<file path="src/clk_sel_consts.vh">
// constants for the system clock source select and internal oscillator control
// assumes inclusion by bare name from the design files of this block
`ifndef CLK_SEL_CONSTS_VH
`define CLK_SEL_CONSTS_VH

// ****************************************
// register offsets (index on the plain port)
// ****************************************
`define ADDR_OSC_CTRL       4'h0
`define ADDR_OSC_TUNE       4'h1
`define ADDR_TMR_CTRL       4'h2

// ****************************************
// field positions
// ****************************************
`define CTRL_IDLE_BIT       7
`define CTRL_FREQ_MSB       6
`define CTRL_FREQ_LSB       4
`define CTRL_STARTUP_BIT    3
`define CTRL_STABLE_BIT     2
`define CTRL_SEL_MSB        1
`define CTRL_SEL_LSB        0
`define TUNE_SRC_BIT        7
`define TUNE_VAL_MSB        5
`define TMR_RUN_BIT         6
`define TMR_EN_BIT          3

// ****************************************
// source and frequency codes
// ****************************************
`define SRC_PRIMARY         2'h0
`define SRC_SECONDARY       2'h1
`define SRC_INTERNAL        2'h2
`define FREQ_31K            3'h0
`define FREQ_8M             3'h7
`define FREQ_TOP_TAP        3'h6
`define DIV256_BIT          7

// ****************************************
// reset values
// ****************************************
`define RST_SYS_SEL         2'h0
`define RST_FREQ            3'h4
`define RST_BYTE            8'h00

// ****************************************
// switch pause counts
// ****************************************
`define OLD_FALLS           2'h2
`define NEW_RISES           2'h3

`endif

</file>
<file path="src/pin_sync3.v">
// three-stage synchroniser for asynchronous pin levels
// assumes one clock, synchronous active-high reset, clock enable freezing state
`timescale 1ns/1ps
`default_nettype none
module pin_sync3 #(
  parameter WIDTH = 6
) (
  input  wire             clk_in,
  input  wire             rst_in,
  input  wire             ce_in,
  input  wire [WIDTH-1:0] pin_in,
  output reg  [WIDTH-1:0] level_out
);

  reg [WIDTH-1:0] s1_r;
  reg [WIDTH-1:0] s2_r;
  reg [WIDTH-1:0] s3_r;

  genvar i;
  generate
    for (i = 0; i < WIDTH; i = i + 1) begin : g_bit
      // level taken once stages two and three agree
      always @(posedge clk_in) begin
        if (rst_in) begin
          s1_r[i]      <= 1'b0;
          s2_r[i]      <= 1'b0;
          s3_r[i]      <= 1'b0;
          level_out[i] <= 1'b0;
        end else if (ce_in) begin
          s1_r[i] <= pin_in[i];
          s2_r[i] <= s1_r[i];
          s3_r[i] <= s2_r[i];
          if (s2_r[i] == s3_r[i]) begin
            level_out[i] <= s3_r[i];
          end
        end
      end
    end
  endgenerate

endmodule
`default_nettype wire

</file>
<file path="src/glitch_free_switch.v">
// glitch-free device clock switch among three sampled source levels
// assumes source levels already synchronised to clk_in
`timescale 1ns/1ps
`default_nettype none
`include "clk_sel_consts.vh"
module glitch_free_switch (
  input  wire       clk_in,
  input  wire       rst_in,
  input  wire       ce_in,
  input  wire [2:0] src_lvl_in,
  input  wire [1:0] target_in,
  output reg        clk_out,
  output reg  [1:0] active_out,
  output reg        busy_out
);

  localparam ST_RUN = 2'h0;
  localparam ST_OLD = 2'h1;
  localparam ST_NEW = 2'h2;
  localparam ST_ARM = 2'h3;

  reg [1:0] state_r;
  reg [1:0] tgt_r;
  reg [1:0] cnt_r;
  reg [2:0] prev_r;

  // level of the source named by a select code
  function pick;
    input [1:0] code;
    input [2:0] lv;
    begin
      case (code)
        `SRC_PRIMARY:   pick = lv[0];
        `SRC_SECONDARY: pick = lv[1];
        default:        pick = lv[2];
      endcase
    end
  endfunction

  wire old_lvl  = pick(active_out, src_lvl_in);
  wire new_lvl  = pick(tgt_r, src_lvl_in);
  wire old_fall = pick(active_out, prev_r) & ~old_lvl;
  wire new_rise = ~pick(tgt_r, prev_r) & new_lvl;
  wire new_fall = pick(tgt_r, prev_r) & ~new_lvl;

  // old clock off on its falling edge, new one on after its edges
  always @(posedge clk_in) begin
    if (rst_in) begin
      state_r    <= ST_RUN;
      tgt_r      <= `SRC_PRIMARY;
      cnt_r      <= 2'h0;
      prev_r     <= 3'h0;
      clk_out    <= 1'b0;
      active_out <= `SRC_PRIMARY;
      busy_out   <= 1'b0;
    end else if (ce_in) begin
      prev_r <= src_lvl_in;
      case (state_r)
        ST_RUN: begin
          clk_out <= old_lvl;
          if (target_in != active_out) begin // RULE3
            tgt_r    <= target_in;
            cnt_r    <= 2'h0;
            busy_out <= 1'b1;
            state_r  <= ST_OLD;
          end
        end
        ST_OLD: begin
          clk_out <= old_lvl; // RULE18
          if (old_fall) begin
            cnt_r <= cnt_r + 2'h1;
            if (cnt_r + 2'h1 == `OLD_FALLS) begin // RULE17
              clk_out <= 1'b0;
              cnt_r   <= 2'h0;
              state_r <= ST_NEW;
            end
          end
        end
        ST_NEW: begin
          clk_out <= 1'b0;
          if (new_rise) begin
            cnt_r <= cnt_r + 2'h1;
            if (cnt_r + 2'h1 == `NEW_RISES) begin // RULE17
              state_r <= ST_ARM;
            end
          end
        end
        ST_ARM: begin
          clk_out <= 1'b0;
          if (new_fall) begin // RULE18
            active_out <= tgt_r;
            busy_out   <= 1'b0;
            state_r    <= ST_RUN;
          end
        end
        default: begin
          state_r <= ST_RUN;
        end
      endcase
    end
  end

endmodule
`default_nettype wire

</file>
<file path="src/clk_source_select.v">
// system clock source select and internal oscillator frequency control
// assumes a register master on REF_CLK_IN and oscillators arriving as raw pin levels
//
// Contract
// RULE1 - two-bit select field picks primary, secondary or internal block as device clock
// RULE2 - select field clears on every reset
// RULE3 - writing the select field starts a switch, finished after a short pause
// RULE4 - three-bit frequency field picks low-power RC, 8 MHz or 31 kHz-4 MHz postscaled
// RULE5 - internal block output follows frequency field writes at once
// RULE6 - reset sets internal block output to 1 MHz
// RULE7 - at code 000 source bit picks 8 MHz divided by 256 or low-power RC
// RULE8 - low-frequency source bit sits at bit 7 of tuning register
// RULE9 - watchdog and fail-safe monitor always run from low-power RC
// RULE10 - start-up done flag set once timer expired and primary clocks device
// RULE11 - internal stable flag set when internal block stable and clocking device; here also only at frequency codes other than 000
// RULE12 - secondary running flag, timer control bit 6, set while secondary clocks device
// RULE13 - at most one of the three source flags set at a time
// RULE14 - sleep instruction enters sleep if idle bit clear, idle if set
// RULE15 - secondary selection ignored at sleep time when secondary enable bit 3 clear
// RULE16 - software should have secondary oscillator stable before sleeping
// RULE17 - switch pauses clock two old cycles plus three to four new cycles
// RULE18 - switch gates old clock on falling edge before enabling new one
// RULE19 - select and frequency encodings are designer defined and handed over
//
// Our own choices: the plain strobed port and the placing of the registers.
`timescale 1ns/1ps
`default_nettype none
`include "clk_sel_consts.vh"
module clk_source_select (
  input  wire       REF_CLK_IN,
  input  wire       RST_IN,
  input  wire       CE_IN,
  input  wire [3:0] ADDR_IN,
  input  wire [7:0] WR_DATA_IN,
  input  wire       WR_STB_IN,
  input  wire       RD_STB_IN,
  output reg  [7:0] RD_DATA_OUT,
  input  wire       PRI_OSC_IN,
  input  wire       SEC_OSC_IN,
  input  wire       LPRC_OSC_IN,
  input  wire       FAST_OSC_IN,
  input  wire       OST_DONE_IN,
  input  wire       INT_OSC_READY_IN,
  input  wire       SLEEP_EXEC_IN,
  input  wire       WAKE_IN,
  output wire       SYS_CLK_OUT,
  output reg        WDT_CLK_OUT,
  output wire [1:0] ACTIVE_SRC_OUT,
  output wire       SWITCHING_OUT,
  output reg        SLEEP_MODE_OUT,
  output reg        IDLE_MODE_OUT
);

  // ****************************************
  // software visible state
  // ****************************************
  reg  [1:0] sys_clk_select_r;
  reg  [2:0] int_freq_select_r;
  reg        idle_on_sleep_r;
  reg        low_freq_src_select_r;
  reg  [5:0] tune_val_r;
  reg        secondary_osc_enable_r;
  reg        startup_done_flag_r;
  reg        int_osc_stable_flag_r;
  reg        secondary_running_flag_r;
  reg  [1:0] switch_target_r;

  // ****************************************
  // field encodings
  // ****************************************
  // select 00 primary, 01 secondary, 10 and 11 internal block // RULE19
  // frequency 111 fast oscillator, 110 down to 001 fast/2 to fast/64 // RULE19
  // frequency 000 fast/256 or low-power RC by the source bit // RULE19
  // frequency 100 after reset, fast/8 // RULE6
  // control: idle bit 7, frequency 6:4, flags 3:2, select 1:0
  // tuning: source bit 7, trim 5:0 held only
  // timer control: running flag 6, secondary enable 3
  // watchdog clock: low-power RC only // RULE9
  // switch: two old falls, three new rises, one new fall // RULE17

  // ****************************************
  // oscillator and status sampling
  // ****************************************
  wire [5:0] pins_s;
  wire       pri_s;
  wire       sec_s;
  wire       lprc_s;
  wire       fast_s;
  wire       ost_done_s;
  wire       int_ready_s;
  reg        fast_prev_r;
  reg  [7:0] div_r;
  wire       int_lvl;
  wire       sw_clk;
  wire [1:0] sw_active;
  wire       sw_busy;
  wire       refuse_sec;
  wire [1:0] target_eff;

  // strobe aimed at one register index
  function reg_hit;
    input       stb;
    input [3:0] addr;
    input [3:0] idx;
    begin
      reg_hit = stb & (addr == idx);
    end
  endfunction

  // write decode per register
  wire wr_ctrl = reg_hit(WR_STB_IN, ADDR_IN, `ADDR_OSC_CTRL);
  wire wr_tune = reg_hit(WR_STB_IN, ADDR_IN, `ADDR_OSC_TUNE);
  wire wr_tmr  = reg_hit(WR_STB_IN, ADDR_IN, `ADDR_TMR_CTRL);

  // all raw pins pass three stages
  pin_sync3 #(
    .WIDTH (6)
  ) u_sync (
    .clk_in    (REF_CLK_IN),
    .rst_in    (RST_IN),
    .ce_in     (CE_IN),
    .pin_in    ({INT_OSC_READY_IN, OST_DONE_IN, FAST_OSC_IN,
                 LPRC_OSC_IN, SEC_OSC_IN, PRI_OSC_IN}),
    .level_out (pins_s)
  );

  assign pri_s       = pins_s[0];
  assign sec_s       = pins_s[1];
  assign lprc_s      = pins_s[2];
  assign fast_s      = pins_s[3];
  assign ost_done_s  = pins_s[4];
  assign int_ready_s = pins_s[5];

  // ****************************************
  // internal oscillator block postscaler
  // ****************************************

  // ripple of the fast oscillator, one step per rising edge
  always @(posedge REF_CLK_IN) begin
    if (RST_IN) begin
      fast_prev_r <= 1'b0;
      div_r       <= 8'h00;
    end else if (CE_IN) begin
      fast_prev_r <= fast_s;
      if (fast_s & ~fast_prev_r) begin
        div_r <= div_r + 8'h01;
      end
    end
  end

  // level of the internal block for a frequency code
  function freq_level;
    input [2:0] code;
    input [7:0] div;
    input       fast;
    input       lprc;
    input       src;
    reg   [2:0] tap;
    begin
      tap = `FREQ_TOP_TAP - code;
      if (code == `FREQ_8M) begin
        freq_level = fast;
      end else if (code == `FREQ_31K) begin
        freq_level = src ? div[`DIV256_BIT] : lprc;
      end else begin
        freq_level = div[tap];
      end
    end
  endfunction

  // output follows the field with no switch pause
  assign int_lvl = freq_level(int_freq_select_r, div_r, fast_s, lprc_s,
                              low_freq_src_select_r); // RULE4 RULE5 RULE7

  // ****************************************
  // glitch-free source switch
  // ****************************************

  // a secondary request is dropped at the sleep instruction while its oscillator is off
  assign refuse_sec = SLEEP_EXEC_IN & (sys_clk_select_r == `SRC_SECONDARY)
                      & ~secondary_osc_enable_r; // RULE15
  assign target_eff = refuse_sec ? sw_active : switch_target_r; // RULE15

  glitch_free_switch u_switch (
    .clk_in     (REF_CLK_IN),
    .rst_in     (RST_IN),
    .ce_in      (CE_IN),
    .src_lvl_in ({int_lvl, sec_s, pri_s}),
    .target_in  (target_eff),
    .clk_out    (sw_clk),
    .active_out (sw_active),
    .busy_out   (sw_busy)
  );

  assign SYS_CLK_OUT    = sw_clk;
  assign ACTIVE_SRC_OUT = sw_active;
  assign SWITCHING_OUT  = sw_busy;

  // ****************************************
  // control register writes
  // ****************************************

  // clock select, frequency select and idle choice
  always @(posedge REF_CLK_IN) begin
    if (RST_IN) begin
      sys_clk_select_r  <= `RST_SYS_SEL; // RULE2
      int_freq_select_r <= `RST_FREQ; // RULE6
      idle_on_sleep_r   <= 1'b0;
    end else if (CE_IN) begin
      if (wr_ctrl) begin
        sys_clk_select_r  <= WR_DATA_IN[`CTRL_SEL_MSB:`CTRL_SEL_LSB]; // RULE1
        int_freq_select_r <= WR_DATA_IN[`CTRL_FREQ_MSB:`CTRL_FREQ_LSB];
        idle_on_sleep_r   <= WR_DATA_IN[`CTRL_IDLE_BIT];
      end
    end
  end

  // tuning register: source bit plus stored trim
  always @(posedge REF_CLK_IN) begin
    if (RST_IN) begin
      low_freq_src_select_r <= 1'b0;
      tune_val_r            <= 6'h00;
    end else if (CE_IN) begin
      if (wr_tune) begin
        low_freq_src_select_r <= WR_DATA_IN[`TUNE_SRC_BIT]; // RULE8
        tune_val_r            <= WR_DATA_IN[`TUNE_VAL_MSB:0];
      end
    end
  end

  // secondary oscillator enable
  always @(posedge REF_CLK_IN) begin
    if (RST_IN) begin
      secondary_osc_enable_r <= 1'b0;
    end else if (CE_IN) begin
      if (wr_tmr) begin
        secondary_osc_enable_r <= WR_DATA_IN[`TMR_EN_BIT];
      end
    end
  end

  // ****************************************
  // switch target and sleep handling
  // ****************************************

  // target follows the field; a dead secondary is refused at sleep time
  always @(posedge REF_CLK_IN) begin
    if (RST_IN) begin
      switch_target_r <= `SRC_PRIMARY;
    end else if (CE_IN) begin
      if (wr_ctrl) begin
        switch_target_r <= WR_DATA_IN[`CTRL_SEL_MSB:`CTRL_SEL_LSB]; // RULE3
      end else if (refuse_sec) begin
        switch_target_r <= sw_active; // RULE15
      end
    end
  end

  // sleep or idle chosen at the sleep instruction, left on wake
  always @(posedge REF_CLK_IN) begin
    if (RST_IN) begin
      SLEEP_MODE_OUT <= 1'b0;
      IDLE_MODE_OUT  <= 1'b0;
    end else if (CE_IN) begin
      if (SLEEP_EXEC_IN & ~SLEEP_MODE_OUT & ~IDLE_MODE_OUT) begin
        SLEEP_MODE_OUT <= ~idle_on_sleep_r; // RULE14
        IDLE_MODE_OUT  <= idle_on_sleep_r; // RULE14
      end else if (WAKE_IN) begin
        SLEEP_MODE_OUT <= 1'b0;
        IDLE_MODE_OUT  <= 1'b0;
      end
    end
  end

  // ****************************************
  // source status flags
  // ****************************************

  wire       on_primary;
  wire       on_secondary;
  wire       on_internal;

  // source settled on one code, internal on 10 or 11, no switch under way
  assign on_primary   = ~sw_busy & (sw_active == `SRC_PRIMARY);
  assign on_secondary = ~sw_busy & (sw_active == `SRC_SECONDARY);
  assign on_internal  = ~sw_busy & sw_active[1];

  // one flag at most, none from one cycle after a switch starts to one cycle after it ends
  always @(posedge REF_CLK_IN) begin
    if (RST_IN) begin
      startup_done_flag_r      <= 1'b0;
      int_osc_stable_flag_r    <= 1'b0;
      secondary_running_flag_r <= 1'b0;
    end else if (CE_IN) begin
      startup_done_flag_r      <= on_primary & ost_done_s; // RULE10 RULE13
      int_osc_stable_flag_r    <= on_internal & int_ready_s
                                  & (int_freq_select_r != `FREQ_31K); // RULE11 RULE13
      secondary_running_flag_r <= on_secondary; // RULE12 RULE13
    end
  end

  // ****************************************
  // watchdog clock
  // ****************************************

  // always the low-power RC, whatever the source bit says
  always @(posedge REF_CLK_IN) begin
    if (RST_IN) begin
      WDT_CLK_OUT <= 1'b0;
    end else if (CE_IN) begin
      WDT_CLK_OUT <= lprc_s; // RULE9
    end
  end

  // ****************************************
  // register read port
  // ****************************************

  // data stand one cycle after the strobe, zero otherwise
  always @(posedge REF_CLK_IN) begin
    if (RST_IN) begin
      RD_DATA_OUT <= `RST_BYTE;
    end else if (CE_IN) begin
      RD_DATA_OUT <= `RST_BYTE;
      if (RD_STB_IN) begin
        case (ADDR_IN)
          `ADDR_OSC_CTRL: begin
            RD_DATA_OUT <= {idle_on_sleep_r, int_freq_select_r,
                            startup_done_flag_r, int_osc_stable_flag_r,
                            sys_clk_select_r};
          end
          `ADDR_OSC_TUNE: begin
            RD_DATA_OUT <= {low_freq_src_select_r, 1'b0, tune_val_r};
          end
          `ADDR_TMR_CTRL: begin
            RD_DATA_OUT <= {1'b0, secondary_running_flag_r, 2'b00,
                            secondary_osc_enable_r, 3'b000};
          end
          default: begin
            RD_DATA_OUT <= `RST_BYTE;
          end
        endcase
      end
    end
  end

endmodule
`default_nettype wire

</file>
<file path="config.mk">
export PLATFORM = sky130hd
export DESIGN_NAME = clk_source_select
export DESIGN_NICKNAME = d
export VERILOG_FILES = /design/src/pin_sync3.v /design/src/glitch_free_switch.v /design/src/clk_source_select.v
export VERILOG_INCLUDE_DIRS = /design/src
export SDC_FILE = /design/constraint.sdc
export NUM_CORES = 1
export LEC_CHECK = 0
export BUFFER_PORTS_ARGS = -buffer_cell sky130_fd_sc_hd__clkbuf_2
export CAP_MARGIN = 40
export CORE_MARGIN = 4
export CORE_UTILIZATION = 45
export DETAILED_ROUTE_END_ITERATION = 8
export PLACE_DENSITY = 0.75
export RECOVER_POWER = 25
export SYNTH_ARGS = -nofsm -noshare
export SYNTH_HDL_FRONTEND = slang
export SYNTH_SLANG_ARGS = --single-unit
</file>
<file path="constraint.sdc">
create_clock -name REF_CLK_IN -period 7.75 [get_ports REF_CLK_IN]
set_input_delay 0.3875 -clock REF_CLK_IN [delete_from_list [all_inputs] [get_ports REF_CLK_IN]]
set_output_delay 0.3875 -clock REF_CLK_IN [all_outputs]
set_load 0.005 [all_outputs]
</file>
Word level (Yosys, flattened, before mapping). Cells that the tools add are included.

$add $sub $neg: 3. $lt $le $gt $ge: 1. Equal/unequal tests: 24. Mux-type cells: 34. Bitwise operators: 26. Reduce and logical (&&, ||, !) cells: 26.

Operator list (count): 2-bit 2-to-1 mux (12); 8-bit case mux with 3 select lines (1); 2-bit AND reduction (11); 1-bit bitwise AND (17); 2-bit by 1-bit != test with 1-bit output (second input constant) (6); 1-bit 2-to-1 mux (11); 1-bit case mux with 2 select lines (5); 1-bit NOT (9); 8-bit by 1-bit adder with 8-bit output (second input constant) (1); 2-bit by 1-bit == test with 1-bit output (second input constant) (4); 2-bit == test (second input constant) (4); 8-bit 2-to-1 mux (1); 2-bit case mux with 4 select lines (1); 7-bit AND reduction (1); 1-bit == test (6); 2-bit logical NOT (3); 2-bit case mux with 3 select lines (1); 3-bit AND reduction (2); 3-bit nonzero test (2); 5-bit AND reduction (1); 4-bit by 1-bit == test with 1-bit output (second input constant) (1); 4-bit by 2-bit == test with 1-bit output (second input constant) (1); 4-bit logical NOT (1); 3-bit by 4-bit less-than comparator with 1-bit output (second input constant) (1); 10 further kinds (11).

Register bits after elaboration: 76. Bits of input ports: 25.

Logic depth before layout (Yosys ltp).
Depth after elaboration: 10. Depth in mapped cells: 8.

Hierarchy. From an unflattened synthesis, not the netlist that was laid out.

Cells, all modules: 390. Area total of the unflattened synthesis: 3793.6 um^2.

Modules (own cells, without submodules): clk_source_select (instances 1, cells each 206, area an instance 1883.1 um^2, seq. area each 780.7 um^2); pin_sync3 (instances 1, cells each 96, area an instance 1048.5 um^2, seq. area each 480.5 um^2); glitch_free_switch (instances 1, cells each 88, area an instance 862.1 um^2, seq. area each 260.2 um^2).

Least setup slack after synthesis. Ideal clock, no wire load.

Path type: register to register. From: register int_freq_select_r[0]. To: register u_switch.cnt_r[0]. Arrival time: 2.657 ns. Required time: 7.679 ns. Slack: 5.023 ns. Stages on the path, launching flop included: 9. Clock period less this slack: 2.727 ns. Cells stage by stage: dfxtp_1 -> inv_1 -> ha_1 -> mux4_2 -> o21a_1 -> o31a_1 -> a2111o_1 -> or4_1 -> a21oi_1.

Cells in the longest elaborated chain, start to end: 10. Elaborated cells between the ends (all ways): 15. Those cells by class: add/sub: 1; eq/ne: 3; mux: 6; bitwise: 3; reduce/logical: 2.

RTL lines: start: declaration (RTL line clk_source_select.v:58) `reg [2:0] int_freq_select_r;`; start signal: assignment (RTL line clk_source_select.v:207) `` int_freq_select_r <= `RST_FREQ; ``; start signal: assignment (RTL line clk_source_select.v:212) `` int_freq_select_r <= WR_DATA_IN[`CTRL_FREQ_MSB:`CTRL_FREQ_LSB]; ``; 3-bit subtractor (no line); 1-bit binary-select mux with 3-bit select (RTL line clk_source_select.v:166) `freq_level = div[tap];`; 1-bit 2-to-1 mux (not written as such) (RTL line clk_source_select.v:166); 1-bit 2-to-1 mux (RTL line clk_source_select.v:163) `` end else if (code == `FREQ_31K) begin ``; 1-bit 2-to-1 mux * (RTL line clk_source_select.v:161) `` if (code == `FREQ_8M) begin ``; 1-bit case mux with 2 select lines (RTL line glitch_free_switch.v:32) `case (code)`; 1-bit NOT (RTL line glitch_free_switch.v:42) `wire old_fall = pick(active_out, prev_r) & ~old_lvl;`; 1-bit bitwise AND (RTL line glitch_free_switch.v:42); 2-bit by 1-bit != test with 1-bit output (no line); 5-bit AND reduction (no line) *; end signal: assignment (RTL line glitch_free_switch.v:71) `cnt_r <= cnt_r + 2'h1;`; end signal: assignment (RTL line glitch_free_switch.v:82) `cnt_r <= cnt_r + 2'h1;`; end: declaration (RTL line glitch_free_switch.v:24) `reg [1:0] cnt_r;`.

Mark *: on every way between the ends. The rest lies on a longest branch, timed or not. The select of a mux whose other input is x is not followed. A chain may end at the register's enable or synchronous reset.

==> flow_metrics.env <==
export IMPL_floorplan_core_area_um2=7730
export IMPL_post_route_util_pct=52.4
export IMPL_synthArstFlopShare_pct=0
export IMPL_core_rowCount=32
export IMPL_finish_cell_count_without_fillers=541
export IMPL_power_density_nw_per_um2=190
export IMPL_setup_ws_ps=3260
export IMPL_avgRoutedWirePerCell_um=13.5
export IMPL_first_pass_iters=4
export IMPL_route_antenna_remaining_nets=0
export IMPL_netlist_area_leader_share_pct=42.7
export IMPL_finalSetupViolations=0
export IMPL_worst_path_dominant_cell_family="buffers and inverters"
export IMPL_endpoint_kind="flip-flop"
export IMPL_netlist_top_cell_by_area="dfxtp_1"
export IMPL_worst_setup_path_start_kind="input port"
export IMPL_yosys_top_cells_area="dfxtp_1 (43%), mux2i_1 (14%), nor2_1 (7.8%)"
export IMPL_final_setup_tns_ps=0
export IMPL_clk_transition_reported_paths_ps=70
export IMPL_postSynthAreaPerCell_um2=8.89
export IMPL_final_setup_skew_ps=4.10
export IMPL_netlist_area_um2=3560
export IMPL_flow_area_growth_from_synthesis_pct=13.5
export IMPL_grt_antenna_before_repair=0
export IMPL_clkSinkCount=76
export IMPL_grt_pass1_wl_mm=12.4
export IMPL_synth_net_count=438
export IMPL_worst_endpoint_arrival_ps=4770
export IMPL_cp_max_fo=40
export IMPL_clk_latency_ps=340
export IMPL_timing_final_max_slew_violations=41
export IMPL_grt_setup_unrepaired="false"
export IMPL_critical_path_most_common_cell="nor2_1"
export IMPL_antenna_cells_inserted=0
export IMPL_vias_per_cell=5.34
export IMPL_routed_via_count=2891
export IMPL_cp_buffers_inverters=3
export IMPL_reg2reg_from="int_freq_select_r[0]$_SDFFE_PP0P_"
export IMPL_synth_main_ff_cell="dfxtp_1"
export IMPL_globalRouteTotalUtil_pct=15.6
export IMPL_worst_path_max_delay_cell="clkbuf_1"
export IMPL_failed_checks="capacitance limit, slew limit"
export IMPL_timing_final_hold_violations=0
export IMPL_post_route_period_util_pct=58.0
export IMPL_maximum_level_of_the_cts_h_tree=3
export IMPL_sequence_of_cells_on_the_critical_path="clkbuf_2 -> clkbuf_1 -> clkinv_1 -> nor4b_1 -> nand2b_1 -> nor2_1 -> a21oi_1 -> nor2_1"
export IMPL_die_h_um=97
export IMPL_detailedRoute_firstIterationViolations=154
export IMPL_holdCritPathClass="input port to flip-flop"
export IMPL_preCtsSetupSlack_ps=4720
export IMPL_grt_pass1_vias=2741
export IMPL_ctsLongestPathBuffers=2
export IMPL_hold_buffers=0
export IMPL_total_leakage_power_nw=1.69
export IMPL_die_w_um=97
export IMPL_worst_path_largest_cell_delay_ps=1550
export IMPL_fin_nets=471
export IMPL_design_die_area_um2=9410
export IMPL_grt_max_degree=77
export IMPL_drc=0
export IMPL_maxCapViolCount=1
export IMPL_mostFrequentLayoutCells="dfxtp_1 (76), nor2_1 (74), mux2i_1 (49), clkbuf_2 (39), a21oi_1 (28)"
export IMPL_postCtsResizedCells=0
export IMPL_hold_path_startpoint="SEC_OSC_IN"
export IMPL_status="complete, but fails checks"
export IMPL_most_common_library_cell_in_the_layout_ignoring_fill_and_taps="dfxtp_1"
export IMPL_postCtsSetupRepairBufs=0
export IMPL_portBuffers=39
export IMPL_synthesized_instance_count=401
export IMPL_seq_total_area_yosys_pct=42.7
export IMPL_synth_seq_cells=76
export IMPL_period_needed_ps=4490
export IMPL_max_slew_worst_pin_slew_ps=2190
export IMPL_ys_types=49
export IMPL_power_uw=768
export IMPL_largest_voltage_drop_on_the_vdd_net_uv=131
export IMPL_drt_total_wl_mm=7.29
export IMPL_fmax_ghz=0.223
export IMPL_io_pin_count=40
export IMPL_gp_congestion=0.827
export IMPL_maxSlewHeadroom_pct=-45.7
export IMPL_critPathKind="input port to flip-flop"
export IMPL_tritoncts_num_buffers=9
export IMPL_cts_root_buffer="clkbuf_8"
export IMPL_synth_enable_flop_cells=0
export IMPL_setup_worst_path_start="CE_IN"
export IMPL_critical_path_required_ps=8030
export IMPL_synth_warnings=0
export IMPL_tritoncts="built"
export IMPL_grt_remaining_overflow=0
export IMPL_placedCellCount=525
export IMPL_initial_utilization_pct=46.1
export IMPL_share_of_layout_cells_above_drive_strength_1_pct=13.9
export IMPL_dp_hpwl_mm=5.07
worst min-delay path, stage by stage:
cell,delay (ps)
clkbuf_2,70
mux2i_1,50
nor2_1,70
through the flow:
step                      cell area (um2)  hold WS [ps]
final                                4050           278
after global routing                 4050           265
after CTS                            4050           265
after detailed placement             3840           448
after global placement               3830           440
after floorplan                      3560           436
report_power, final:
part	total, mW	leakage [nW]	switching, mW	internal [mW]
clock	0.321	0.105	0.139	0.182
combinational	0.0455	0.975	0.0268	0.0186
sequential	0.401	0.614	0.00500	0.396
kinds of logic after synthesis:
logic type	count (synthesis)	synth area share, %
buffers and inverters	36	3.86
multiplexers	51	15.0
adder cells (fa/ha/maj)	12	4.21
AO/OA/AOI/OAI	74	13.4
flip-flops	76	42.7
XOR/XNOR	9	2.21
AND/OR/NAND/NOR	143	18.6
cell type report:
type                            count  area [um2]
Fill cell                         716        3680
Multi-Input combinational cell    289        1910
Sequential cell                    76        1520
Timing Repair Buffer               43         221
Clock buffer                       12         135
Tap cell                          102         128
Clock inverter                      4        73.8
Inverter                           15        56.3
layer usage:
layer | wire, um | up-vias | share of wire, % | global-route usage [%]
li1 | - | 1455 | - | -
met1 | 3450 | 1383 | 47 | 19.6
met2 | 3490 | 48 | 48 | 26.1
met3 | 296 | 5 | 4.1 | 4.69
met4 | 57 | 0 | 0.78 | 4.10
met5 | 0 | - | 0 | 0
path summary, 6_finish.rpt:
kind / slack [ps] / endpoint / cells past startpoint
setup reg to reg: 4770 / u_switch.cnt_r[0]$_SDFFE_PP0P_ / 8
hold / removal: 280 / u_sync.s1_r[1]$_SDFFE_PP0P_ / 3
setup / recovery: 3260 / RD_DATA_OUT[7]$_SDFFE_PP0P_ / 8
hold reg to reg: 460 / u_sync.level_out[2]$_SDFFE_PP0P_ / 2
state kept, by name, summed over array words and instances (netlist names), 2 cells and up:
name,cells
u_switch.tgt_r,2
sys_clk_select_r,2
div_r,8
tune_val_r,6
u_switch.prev_r,3
u_sync.s3_r,6
RD_DATA_OUT,8
int_freq_select_r,3
u_sync.s2_r,6
u_switch.cnt_r,2
u_switch.state_r,2
u_sync.s1_r,6
u_switch.active_out,2
switch_target_r,2
u_sync.level_out,6
cells in the mapped netlist, drive strengths merged (2+ instances only):
| master | number |
|---|---|
| a21oi | 28 |
| mux4 | 2 |
| nand4b | 2 |
| nand3 | 5 |
| a2111o | 2 |
| and2 | 3 |
| buf | 8 |
| clkbuf | 13 |
| nand3b | 2 |
| a22oi | 2 |
| nand4 | 3 |
| o211a | 3 |
| nor2b | 3 |
| a31oi | 4 |
| o22ai | 2 |
| a2111oi | 2 |
| nor3 | 2 |
| ha | 12 |
| o31a | 2 |
| nor4b | 2 |
| a21o | 4 |
| nand2b | 7 |
| o21ai | 15 |
| nor2 | 74 |
| a211oi | 2 |
| o21a | 2 |
| xnor2 | 4 |
| a221oi | 2 |
| and3 | 2 |
| inv | 14 |
| nor3b | 4 |
| mux2i | 49 |
| dfxtp | 76 |
| nand2 | 27 |
| xor2 | 5 |
Power figures use the tool's default switching activity.
